==> src/otp_pkg.sv <==
// package for the oscillator trim protect block: offsets, fields, resets, state types
// assumes a 32-bit apb with word-aligned registers, byte address four times the index
package otp_pkg;

  // ==========================================================
  // register indices and byte addresses
  localparam logic [15:0] IDX_CLK_PIN_CTRL  = 16'hf734;
  localparam logic [15:0] IDX_TRIM_PROTECT  = 16'hf736;
  localparam logic [15:0] IDX_TRIM_VALUE    = 16'hf737;
  localparam int          ADDR_W            = 18;
  localparam logic [17:0] ADDR_CLK_PIN_CTRL = {IDX_CLK_PIN_CTRL, 2'b00};
  localparam logic [17:0] ADDR_TRIM_PROTECT = {IDX_TRIM_PROTECT, 2'b00};
  localparam logic [17:0] ADDR_TRIM_VALUE   = {IDX_TRIM_VALUE, 2'b00};

  // ==========================================================
  // field positions
  localparam int POS_WRITE_VALID  = 7;
  localparam int POS_PROTECT_WE   = 6;
  localparam int POS_TRIM_LOCK    = 5;
  localparam int POS_DATA_WE      = 4;
  localparam int POS_PORTC_SEL_HI = 7;
  localparam int POS_PORTC_SEL_LO = 6;
  localparam int POS_TRIM_SIGN    = 7;
  localparam int TRIM_LSB         = 2;

  // ==========================================================
  // reset values and the trim write mask
  localparam logic [7:0] RST_TRIM_VALUE = 8'h00;
  localparam logic [1:0] RST_PORTC_SEL  = 2'h0;
  localparam logic [7:0] TRIM_WMASK     = 8'hfc;

  // ==========================================================
  // types
  typedef enum logic [1:0] {
    LD_RESET,
    LD_LOAD,
    LD_DONE
  } otp_load_state_t;

  typedef struct packed {
    logic protectWe;
    logic trimLock;
    logic dataWe;
  } otp_protect_t;

  typedef struct packed {
    otp_protect_t protect;
    logic [1:0]   portcSel;
    logic [7:0]   trimValue;
    logic [31:0]  prdata;
  } otp_state_t;

  typedef struct packed {
    otp_load_state_t state;
    logic            strobe;
    logic [7:0]      value;
  } otp_loader_t;

endpackage

==> src/otp_trim_loader.sv <==
// factory trim loader: presents the nonvolatile trim once after each reset
// assumes factoryTrim is stable from reset release onward
`timescale 1ns/1ns

module otp_trim_loader
  import otp_pkg::*;
#(
  parameter bit HAS_FLASH = 1'b1
) (
  // clock and reset
  input  wire logic       clk_sys,
  input  wire logic       sys_rst,
  // nonvolatile side
  input  wire logic [7:0] factoryTrim,
  // load toward the trim register
  output logic            loadStrobe,
  output logic [7:0]      loadValue
);

  otp_loader_t cur;
  otp_loader_t next_cur;

  // ==========================================================
  // next state
  always_comb begin
    next_cur        = cur;
    next_cur.strobe = 1'b0;
    unique case (cur.state)
      LD_RESET: begin
        // value caught after release, never by the reset itself
        next_cur.value = factoryTrim & TRIM_WMASK;
        next_cur.state = LD_LOAD;
      end
      LD_LOAD: begin
        next_cur.strobe = HAS_FLASH;
        next_cur.state  = LD_DONE;
      end
      LD_DONE: begin
        next_cur.state = LD_DONE;
      end
    endcase
  end

  // ==========================================================
  // registers
  always_ff @(posedge clk_sys) begin
    if (sys_rst) begin
      cur <= '{state: LD_RESET, strobe: 1'b0, value: RST_TRIM_VALUE};
    end else begin
      cur <= next_cur;
    end
  end

  assign loadStrobe = cur.strobe;
  assign loadValue  = cur.value;

endmodule

==> src/otp_trim_regs.sv <==
// oscillator trim protect registers behind an apb slave
// assumes an apb master on clk_sys and a trim input on the rc oscillator
//
// Notes on behaviour
// protect bits change only if write carries 0 in write-valid; it reads 1.
// lock and data-write-enable alterable only while protect-write-enable is 1.
// valid write sets or clears protect-write-enable from its written bit.
// lock/data-write-enable change needs valid write with protect-write-enable already 1.
// lock blocks trim writes and stays 1 until reset despite writes of 0.
// trim writes accepted only with lock 0 and data-write-enable 1.
// trim is signed, bit 7 sign, codes 80 to 7c rising in steps of 4.
// flash parts load the factory trim into the trim register after reset.
// oscillator trim input follows the trim register directly.
//
// The APB interface to the registers is this design's own decision.
`timescale 1ns/1ns

module otp_trim_regs
  import otp_pkg::*;
#(
  parameter bit HAS_FLASH = 1'b1
) (
  // clock and reset
  input  wire logic              clk_sys,
  input  wire logic              sys_rst,
  // apb slave
  input  wire logic              psel,
  input  wire logic              penable,
  input  wire logic              pwrite,
  input  wire logic [ADDR_W-1:0] paddr,
  input  wire logic [31:0]       pwdata,
  input  wire logic [3:0]        pstrb,
  output logic                   pready,
  output logic [31:0]            prdata,
  output logic                   pslverr,
  // nonvolatile trim
  input  wire logic [7:0]        factoryTrim,
  // oscillator and pins
  output logic signed [7:0]      oscTrim,
  output logic [1:0]             portcFuncSel,
  output logic                   trimLocked
);

  otp_state_t cur;
  otp_state_t next_cur;
  logic       loadStrobe;
  logic [7:0] loadValue;

  // ==========================================================
  // decode helpers
  function automatic logic isMapped(input logic [ADDR_W-1:0] a);
    isMapped = (a == ADDR_CLK_PIN_CTRL) || (a == ADDR_TRIM_PROTECT) || (a == ADDR_TRIM_VALUE);
  endfunction

  function automatic logic [7:0] readByte(input otp_state_t s, input logic [ADDR_W-1:0] a);
    logic [7:0] v;
    v = 8'h00;
    if (a == ADDR_CLK_PIN_CTRL) begin
      v[POS_PORTC_SEL_HI] = s.portcSel[1];
      v[POS_PORTC_SEL_LO] = s.portcSel[0];
    end else if (a == ADDR_TRIM_PROTECT) begin
      v[POS_WRITE_VALID] = 1'b1;
      v[POS_PROTECT_WE]  = s.protect.protectWe;
      v[POS_TRIM_LOCK]   = s.protect.trimLock;
      v[POS_DATA_WE]     = s.protect.dataWe;
    end else if (a == ADDR_TRIM_VALUE) begin
      v = s.trimValue & TRIM_WMASK;
    end
    readByte = v;
  endfunction

  // ==========================================================
  // factory trim loader
  otp_trim_loader #(
    .HAS_FLASH (HAS_FLASH)
  ) uLoader (
    .clk_sys     (clk_sys),
    .sys_rst     (sys_rst),
    .factoryTrim (factoryTrim),
    .loadStrobe  (loadStrobe),
    .loadValue   (loadValue)
  );

  // ==========================================================
  // bus handshake
  logic setupPhase;
  logic writeHit;
  logic [7:0] wByte;
  logic laneOk;

  // zero wait states; read data latched in the setup cycle
  assign pready     = 1'b1;
  assign setupPhase = psel && !penable;
  assign writeHit   = psel && penable && pwrite && isMapped(paddr);
  assign wByte      = pwdata[7:0];
  // a write without the low byte lane touches nothing
  assign laneOk     = pstrb[0];
  assign pslverr    = psel && penable && !isMapped(paddr);

  // ==========================================================
  // next state
  always_comb begin
    next_cur = cur;
    if (setupPhase) begin
      next_cur.prdata = {24'h000000, readByte(cur, paddr)};
    end
    if (writeHit && laneOk) begin
      if (paddr == ADDR_CLK_PIN_CTRL) begin
        next_cur.portcSel = {wByte[POS_PORTC_SEL_HI], wByte[POS_PORTC_SEL_LO]};
      end else if (paddr == ADDR_TRIM_PROTECT) begin
        if (!wByte[POS_WRITE_VALID]) begin
          next_cur.protect.protectWe = wByte[POS_PROTECT_WE];
          // old enable, not the one in this write, gates the other bits
          if (cur.protect.protectWe) begin
            // sticky: only a set gets through
            next_cur.protect.trimLock = cur.protect.trimLock | wByte[POS_TRIM_LOCK];
            next_cur.protect.dataWe   = wByte[POS_DATA_WE];
          end
        end
      end else if (paddr == ADDR_TRIM_VALUE) begin
        if (!cur.protect.trimLock && cur.protect.dataWe) begin
          // bits 1:0 are read-only zero, so the step is 4
          next_cur.trimValue = wByte & TRIM_WMASK;
        end
      end
    end
    // the factory load beats a same-cycle bus write; it only comes once after reset
    if (loadStrobe) begin
      next_cur.trimValue = loadValue;
    end
  end

  // ==========================================================
  // registers
  always_ff @(posedge clk_sys) begin
    if (sys_rst) begin
      cur.protect   <= '{protectWe: 1'b0, trimLock: 1'b0, dataWe: 1'b0};
      cur.portcSel  <= RST_PORTC_SEL;
      cur.trimValue <= RST_TRIM_VALUE;
      cur.prdata    <= 32'h00000000;
    end else begin
      cur <= next_cur;
    end
  end

  // ==========================================================
  // outputs
  assign prdata       = cur.prdata;
  assign oscTrim      = $signed(cur.trimValue);
  assign portcFuncSel = cur.portcSel;
  assign trimLocked   = cur.protect.trimLock;

endmodule

==> config.mk <==
export PLATFORM = sky130hd
export DESIGN_NAME = otp_trim_regs
export DESIGN_NICKNAME = d
export VERILOG_FILES = /design/src/otp_pkg.sv /design/src/otp_trim_loader.sv /design/src/otp_trim_regs.sv
export SDC_FILE = /design/constraint.sdc
export NUM_CORES = 1
export LEC_CHECK = 0
export ABC_AREA = 0
export BUFFER_PORTS_ARGS = -buffer_cell sky130_fd_sc_hd__buf_4
export CAP_MARGIN = 10
export CORE_UTILIZATION = 30
export DETAILED_ROUTE_END_ITERATION = 7
export PLACE_DENSITY_LB_ADDON = 0.12
export REMOVE_ABC_BUFFERS = 1
export SKIP_CTS_REPAIR_TIMING = 1
export SLEW_MARGIN = 20
export SYNTH_ARGS = -nofsm -noshare
export SYNTH_HDL_FRONTEND = slang
export SYNTH_HIERARCHICAL = 1
export SYNTH_SLANG_ARGS = --single-unit
==> constraint.sdc <==
create_clock -name clk_sys -period 1.9 [get_ports clk_sys]
set_clock_uncertainty 0.05 [all_clocks]
set_input_delay 0.095 -clock clk_sys [delete_from_list [all_inputs] [get_ports clk_sys]]
set_output_delay 0.095 -clock clk_sys [all_outputs]
set_load 0.02 [all_outputs]
==> results.yml, run 1 <==
floorplan:
  die_x_um: 77.48
  ios: 112
  core_um2: 5507
  die_area_um2: 6003
  start_util_pct: 31.04
  num_rows: 27
  dieHeight_um: 77.48
place:
  portBuffers: 53
  placed_area_um2: 1914
  gp_congestion: 0.6701
  hpwlAfterDp_um: 2761
  pre_cts_slack_ps: -56.17
  placed_cells: 300
min_path:
  whs_path_depth: 3
  hp-class: "in2reg"
worst_setup_path:
  crit_type: "in2reg"
  cp_slowest_stage_delay_ps: 550
  reg2reg_slack_ps: 570
  cp-end-kind: "register"
  critPathLaunchType: "primary input"
  path_max_fanout: 4
  reg2reg_depth: 3
  required_ps: 2060
  crit_buf_inv: 1
  crit_arrival_ps: 1830
  worst_path_max_delay_cell: "or4_4"
  path_cells: "buf_4 -> or4b_4 -> or4_4 -> or3_1 -> a21oi_1"
  cp_top_family: "simple AND/OR/NAND/NOR gates"
  worst-path-stages: 5
power:
  power.total_mw: 1.756
  power_frac_clock_pct: 27.1
  switching_share_pct: 31.04
  power.leakage_nw: 0.8697
  vdd_drop_max_uv: 596.2
  powerDensity_nw_per_um2: 879.7
  seq_power_share_pct: 43.5
  power_frac_comb_pct: 29.4
  p_sw_mw: 0.5449
  p_int_mw: 1.211
timing:
  layout_min_cycle_time_ps: 1666
  layout_setup_ws_ps: 234.0
  max_freq_mhz: 600.3
  timing.hold.ws_ps: -1.147
  slew_viol_final: 0
  tns_ps: 0
  fin_crit_sh_pct: 87.68
  rsz0062_at_grt: "false"
  relSlewSlack_pct: 65.30
  setup_viol: 0
  worstMarginPinSlew_ps: 519.7
  final_hold_viol_count: 1
routing:
  ant_nets: 0
  drc: 0
  vias_per_cell: 4.325
  drtIter0Drc: 45
  wire_per_inst_um: 12.33
  drtPass1Iterations: 4
  wirelength_um: 3762
  vias: 1319
layout:
  diodes: 0
  final_area_um2: 1996
  layout.cells.most_common_list: "buf_4, conb_1, dfxtp_1"
  syn2layout_area_growth_pct: 16.76
  drive_gt1_share_pct: 28.33
  final_common_cell: "buf_4"
  nNetsFinal: 303
  utilization_pct: 36.24
  fin_cells: 305
synth:
  async_reset_ff_share_pct: 0
  ys_ff_latch: 28
  synth_top_area_cell: "dfxtp_1"
  synth_area_per_cell_um2: 8.297
  ys_top_cells_by_area: "dfxtp_1, buf_4, mux2i_1, a21oi_1, o21ai_0"
  post_synth_num_cell_types: 35
  yosysSeqAreaShare_pct: 32.80
  syn_area_um2: 1709
  synthCells: 206
  synth_edf_count: 0
  synth_ff_type: "dfxtp_1"
  ys_warn_count: 6
  yosysTopAreaCellShare_pct: 32.80
run:
  maxCapViolCount: 0
global_routing:
  antenna_found_initial: 0
  grt_overflow_total: 0
  grt_pass1_wl_um: 5947
  grt_max_degree: 29
  groute.usage.overall_pct: 12.45
  grt_pass1_vias: 1206
cts:
  cts.path.max_buffers: 2
  clk_pin_slew_ps: 100
  cts_buffers: 3
  cts_tree: "done"
  h-tree-depth: 1
  clock-sinks: 28
  clock_latency_ps: 280
  clockRootBuffer: "clkbuf_8"
run_status:
  status: "finished, violations left"
  failed_checks: "negative hold slack"
[routing by layer]
layer  GRT usage [%]  vias up  part of all wire (%)
li1                -      689                     -
met2           17.96       53                    42
met1           18.16      575                    51
met3           3.294        2                   7.0
met5               0        -                     0
met4           2.830        0                  0.32
[worst register-to-register path, delay by kind of cell, from the launching register on]
kind	cells	cell delay, ps
compound gates	2	400
simple gates	1	420
flops	1	360
[cell type report]
class,instances,area [um^2]
clock buffer,3,41.29
clock inverter,1,30.03
fill,592,3511
inverter,8,30.03
multi-input combinational,133,778.2
sequential,28,560.5
tap,72,90.09
timing repair buffer,60,465.4
[cell usage after synthesis, types with 3 or more instances]
| cell type | number |
|---|---|
| nand2_1 | 9 |
| clkbuf_1 | 8 |
| a221oi_1 | 6 |
| inv_1 | 8 |
| a21oi_1 | 13 |
| mux2i_1 | 7 |
| dfxtp_1 | 28 |
| and3_1 | 3 |
| nand4_1 | 8 |
| o21ai_0 | 12 |
| a31oi_1 | 7 |
| buf_4 | 51 |
| nor2_1 | 10 |
| conb_1 | 3 |
| nor2b_1 | 5 |
[flip-flops by register name, summed over array words and instances, names as in the netlist]
register and cells:
oscTrim 8, prdata 6, uLoader/loadValue 6, cur 2, portcFuncSel 2, uLoader/cur 2, trimLocked 1, uLoader/loadStrobe 1
[worst paths after layout]
path / to / startpoint
setup / recovery: prdata[6] / paddr[1]
hold / removal: uLoader/loadValue[3] / factoryTrim[3]
setup reg to reg: oscTrim[6] / trimLocked
hold reg to reg: prdata[7] / prdata[7]
[cell families after synthesis]
group                    count (synthesis)  synth area share (%)
buffers and inverters                   71                 27.38
AND/OR/NAND/NOR                         53                 18.74
AO/OA/AOI/OAI                           42                 14.86
flip-flops                              28                 32.80
multiplexers                             7                 4.100
other                                    3                0.6588
adder cells (fa/ha/maj)                  2                 1.464
[power by group through the flow]
stage / logic [mW] / clock network, mW / registers [mW]
floorplan: 0.304 / 0 / 0.797
global placement: 0.515 / 0 / 0.779
detailed placement: 0.516 / 0 / 0.780
CTS: 0.519 / 0.495 / 0.766
global route: 0.579 / 0.525 / 0.783
finish: 0.517 / 0.475 / 0.764
Note: power is estimated with default switching activity, not from simulation.
==> run 2: changes to the inputs <==
--- a/config.mk
+++ b/config.mk
@@ -8,7 +8,9 @@
 export ABC_AREA = 0
 export BUFFER_PORTS_ARGS = -buffer_cell sky130_fd_sc_hd__buf_4
 export CAP_MARGIN = 10
-export CORE_UTILIZATION = 30
+export CELL_PAD_IN_SITES_DETAIL_PLACEMENT = 2
+export CELL_PAD_IN_SITES_GLOBAL_PLACEMENT = 2
+export CORE_UTILIZATION = 22
 export DETAILED_ROUTE_END_ITERATION = 7
 export PLACE_DENSITY_LB_ADDON = 0.12
 export REMOVE_ABC_BUFFERS = 1
==> results.yml, run 2 (synthesis results as in run 1) <==
cts:
  clockRootBuffer: "clkbuf_8"
  cts_buffers: 3
  clock-sinks: 28
  clock_latency_ps: 280
  cts_tree: "done"
  h-tree-depth: 1
  clk_pin_slew_ps: 110
  cts.path.max_buffers: 2
layout:
  multi_input_area_um2: 778.2
  final_area_um2: 2052
  largest_reg_flops: 8
  syn2layout_area_growth_pct: 20.06
  diodes: 0
  utilization_pct: 27.84
  drive_gt1_share_pct: 29.24
  layout.cells.most_common_list: "buf_4, conb_1, dfxtp_1"
  final_common_cell: "buf_4"
  nNetsFinal: 306
  fillCellCount: 887
  seq_area_um2: 560.5
routing:
  vias: 1440
  drc: 0
  drtIter0Drc: 44
  ant_nets: 0
  wire_per_inst_um: 13.90
  vias_per_cell: 4.299
  drtPass1Iterations: 4
  wirelength_um: 4656
power:
  power_frac_comb_pct: 29.5
  p_int_mw: 1.213
  switching_share_pct: 32.13
  p_sw_mw: 0.5741
  power.leakage_nw: 0.8857
  power_frac_clock_pct: 27.4
  vdd_drop_max_uv: 557.2
  power.total_mw: 1.787
  powerDensity_nw_per_um2: 871.0
  seq_power_share_pct: 43.1
min_path:
  hp-class: "in2reg"
run:
  maxCapViolCount: 0
worst_setup_path:
  required_ps: 2070
  path_max_fanout: 4
  critPathLaunchType: "primary input"
  path_cells: "buf_4 -> or4b_4 -> or4_4 -> or3_1 -> a21oi_1"
  cp_slowest_stage_delay_ps: 550
  cp-end-kind: "register"
  worst_path_max_delay_cell: "or4b_4"
  crit_type: "in2reg"
  crit_arrival_ps: 1840
floorplan:
  dieHeight_um: 90.14
  num_rows: 31
  die_area_um2: 8125
  start_util_pct: 23.19
  die_x_um: 90.14
  core_um2: 7370
  ios: 112
run_status:
  failed_checks: "negative hold slack"
  status: "finished, violations left"
timing:
  slew_viol_final: 0
  relSlewSlack_pct: 62.71
  layout_min_cycle_time_ps: 1673
  layout_setup_ws_ps: 226.7
  worstMarginPinSlew_ps: 558.6
  max_freq_mhz: 597.6
  fin_crit_sh_pct: 88.07
  tns_ps: 0
  final_hold_viol_count: 4
  rsz0062_at_grt: "false"
  setup_viol: 0
  timing.hold.ws_ps: -10.15
place:
  placed_area_um2: 1971
  pre_cts_slack_ps: -65.28
  portBuffers: 53
  gp_congestion: 0.6647
  hpwlAfterDp_um: 3554
global_routing:
  antenna_found_initial: 0
  grt_overflow_total: 0
  groute.usage.overall_pct: 11.80
  grt_pass1_wl_um: 7755
  grt_max_degree: 29
  grt_pass1_vias: 1505
[run 2: cell count changes in the layout (fill, tap and decap cells not counted), sizes merged]
| cell | before | now |
|---|---|---|
| buf | 59 | 62 |
[run 2: final cells by class]
type | count | share of cell area (%)
multi-input combinational | 133 | 37.93
sequential | 28 | 27.32
timing repair buffer | 63 | 23.78
tap | 99 | 6.037
clock buffer | 3 | 2.012
clock inverter | 1 | 1.463
inverter | 8 | 1.463
[run 2: worst paths after layout]
kind	start	end	slack (ps)	cells after the start
min	factoryTrim[3]	uLoader/loadValue[3]	-10	3
max reg2reg	trimLocked	oscTrim[2]	530	3
max	paddr[1]	prdata[7]	230	5
min reg2reg	prdata[6]	prdata[6]	410	2
[run 2: per-layer routing]
metal | vias up | GRT usage [%] | share of wire (%)
met2 | 65 | 19.40 | 44
met4 | 0 | 2.419 | 0.62
met1 | 676 | 15.78 | 48
met5 | - | 0 | 0
met3 | 4 | 2.623 | 6.6
li1 | 695 | - | -
[run 2: critical path: cells and delay by family]
family | cells | cell delay [ps]
AOI/OAI and AO/OA | 1 | 140
buffers and inverters | 1 | 110
and+or+nand+nor | 3 | 1490
[run 2: power by group through the flow]
stage                     registers [mW]  logic (mW)  clock network, mW
after floorplan                    0.797       0.304                  0
after global placement             0.782       0.525                  0
after detailed placement           0.787       0.530                  0
after CTS                          0.775       0.532              0.514
after global routing               0.789       0.596              0.533
final                              0.770       0.527              0.490
[run 2: metrics by stage]
stage | instances | hold slack [ps]
3_3_place_gp | 330 | 282.0
6_report | 335 | -10.15
3_5_place_dp | 330 | 291.8
5_1_grt | 335 | 3.440
4_1_cts | 334 | -16.24
2_1_floorplan | 169 | 111.7
==> run 3: changes to the inputs <==
--- a/config.mk
+++ b/config.mk
@@ -11,7 +11,9 @@
 export CELL_PAD_IN_SITES_DETAIL_PLACEMENT = 2
 export CELL_PAD_IN_SITES_GLOBAL_PLACEMENT = 2
 export CORE_UTILIZATION = 22
+export CTS_CLUSTER_SIZE = 28
 export DETAILED_ROUTE_END_ITERATION = 7
+export GPL_TIMING_DRIVEN = 0
 export PLACE_DENSITY_LB_ADDON = 0.12
 export REMOVE_ABC_BUFFERS = 1
 export SKIP_CTS_REPAIR_TIMING = 1
==> results.yml, run 3 (synthesis results as in run 1) <==
floorplan:
  num_rows: 31
  dieHeight_um: 90.14
  die_x_um: 90.14
  die_area_um2: 8125
  start_util_pct: 23.19
  core_um2: 7370
  ios: 112
power:
  switching_share_pct: 33.54
  p_int_mw: 1.114
  power_frac_comb_pct: 31.3
  power.total_mw: 1.676
  seq_power_share_pct: 45.8
  power_frac_clock_pct: 22.9
  p_sw_mw: 0.5621
  vdd_drop_max_uv: 452.8
  powerDensity_nw_per_um2: 844.0
  power.leakage_nw: 0.8515
worst_setup_path:
  path_max_fanout: 14
  critPathLaunchType: "primary input"
  required_ps: 2060
  cp-end-kind: "register"
  crit_type: "in2reg"
  crit_arrival_ps: 1920
cts:
  cts_tree: "done"
  h-tree-depth: 1
  clock-sinks: 28
  clockRootBuffer: "clkbuf_8"
  clk_pin_slew_ps: 100
  cts.path.max_buffers: 2
  clock_latency_ps: 270
  cts_buffers: 3
run:
  maxCapViolCount: 0
timing:
  layout_setup_ws_ps: 144.2
  setup_viol: 0
  fin_crit_sh_pct: 92.41
  layout_min_cycle_time_ps: 1756
  final_hold_viol_count: 1
  tns_ps: 0
  max_freq_mhz: 569.5
  worstMarginPinSlew_ps: 1013
  timing.hold.ws_ps: -0.8106
  relSlewSlack_pct: 31.50
  rsz0062_at_grt: "false"
  slew_viol_final: 0
place:
  portBuffers: 53
  placed_area_um2: 1899
  hpwlAfterDp_um: 3474
  placed_cells: 321
  gp_congestion: 0.6612
  pre_cts_slack_ps: -185.3
global_routing:
  grt.met3_usage_pct: 2.792
  grtUsageMet2_pct: 17.88
  grt_max_degree: 29
  met1_usage_pct: 15.49
  grt_pass1_wl_um: 7417
  grt_overflow_total: 0
  groute.usage.overall_pct: 11.37
  antenna_found_initial: 0
  grt.busiest_layer: "met2"
  grt_pass1_vias: 1450
routing:
  wirelength_um: 4599
  vias_per_cell: 4.223
  ant_nets: 0
  vias: 1385
  drc: 0
  wire_per_inst_um: 14.02
  drtPass1Iterations: 6
  drtIter0Drc: 36
layout:
  syn2layout_area_growth_pct: 16.18
  drive_gt1_share_pct: 27.51
  largest_reg_flops: 8
  nNetsFinal: 299
  fin_cells: 328
  diodes: 0
  final_common_cell: "buf_4"
  layout.cells.most_common_list: "buf_4, conb_1, dfxtp_1"
  final_area_um2: 1986
min_path:
  hp-class: "in2reg"
run_status:
  status: "finished, violations left"
  failed_checks: "negative hold slack"
==> run 3: cell types whose count changed in the layout (fill, tap and decap cells not counted), sizes merged <==
cell and change:
buf -7, clkbuf +1, bufinv -1
==> run 3: layout make-up <==
| cell class | instances | area (um^2) |
|---|---|---|
| clock buffers | 4 | 55.05 |
| fillers | 895 | 5384 |
| inverters | 8 | 30.03 |
| multi-input cells | 133 | 793.3 |
| flip-flops and latches | 28 | 560.5 |
| well taps | 99 | 123.9 |
| repair buffers | 56 | 422.9 |
==> run 3: critical path, stage by stage <==
cell     delay (ps)
buf_4           110
or4b_4          550
or4_4           610
or3_1           400
a21oi_1         140
==> run 3: power by group through the flow <==
stage	registers, mW	clock network (mW)	logic, mW
floorplan	0.797	0	0.304
detailed placement	0.786	0	0.529
CTS	0.772	0.405	0.531
global route	0.784	0.429	0.586
finish	0.767	0.384	0.525
global placement	0.783	0	0.522
==> run 3: routing by layer <==
metal,vias to the layer above,share of wire (%)
met4,0,0.46
met1,643,48
met3,2,6.8
li1,681,-
met5,-,0
met2,59,45
==> run 3: worst paths after layout <==
path | startpoint | to | slack, ps | cells after the start
setup / recovery | paddr[1] | prdata[7] | 140 | 5
hold / removal | factoryTrim[5] | uLoader/loadValue[5] | -0.8 | 3
setup reg to reg | trimLocked | oscTrim[3] | 540 | 3
hold reg to reg | prdata[2] | prdata[2] | 410 | 2
==> run 3: through the flow <==
step                utilization (%)  hold slack, ps
global route                  26.94           3.403
finish                        26.94         -0.8106
detailed placement            25.77           293.5
CTS                           26.52          -4.402
floorplan                         -           111.7
global placement              25.65           284.0
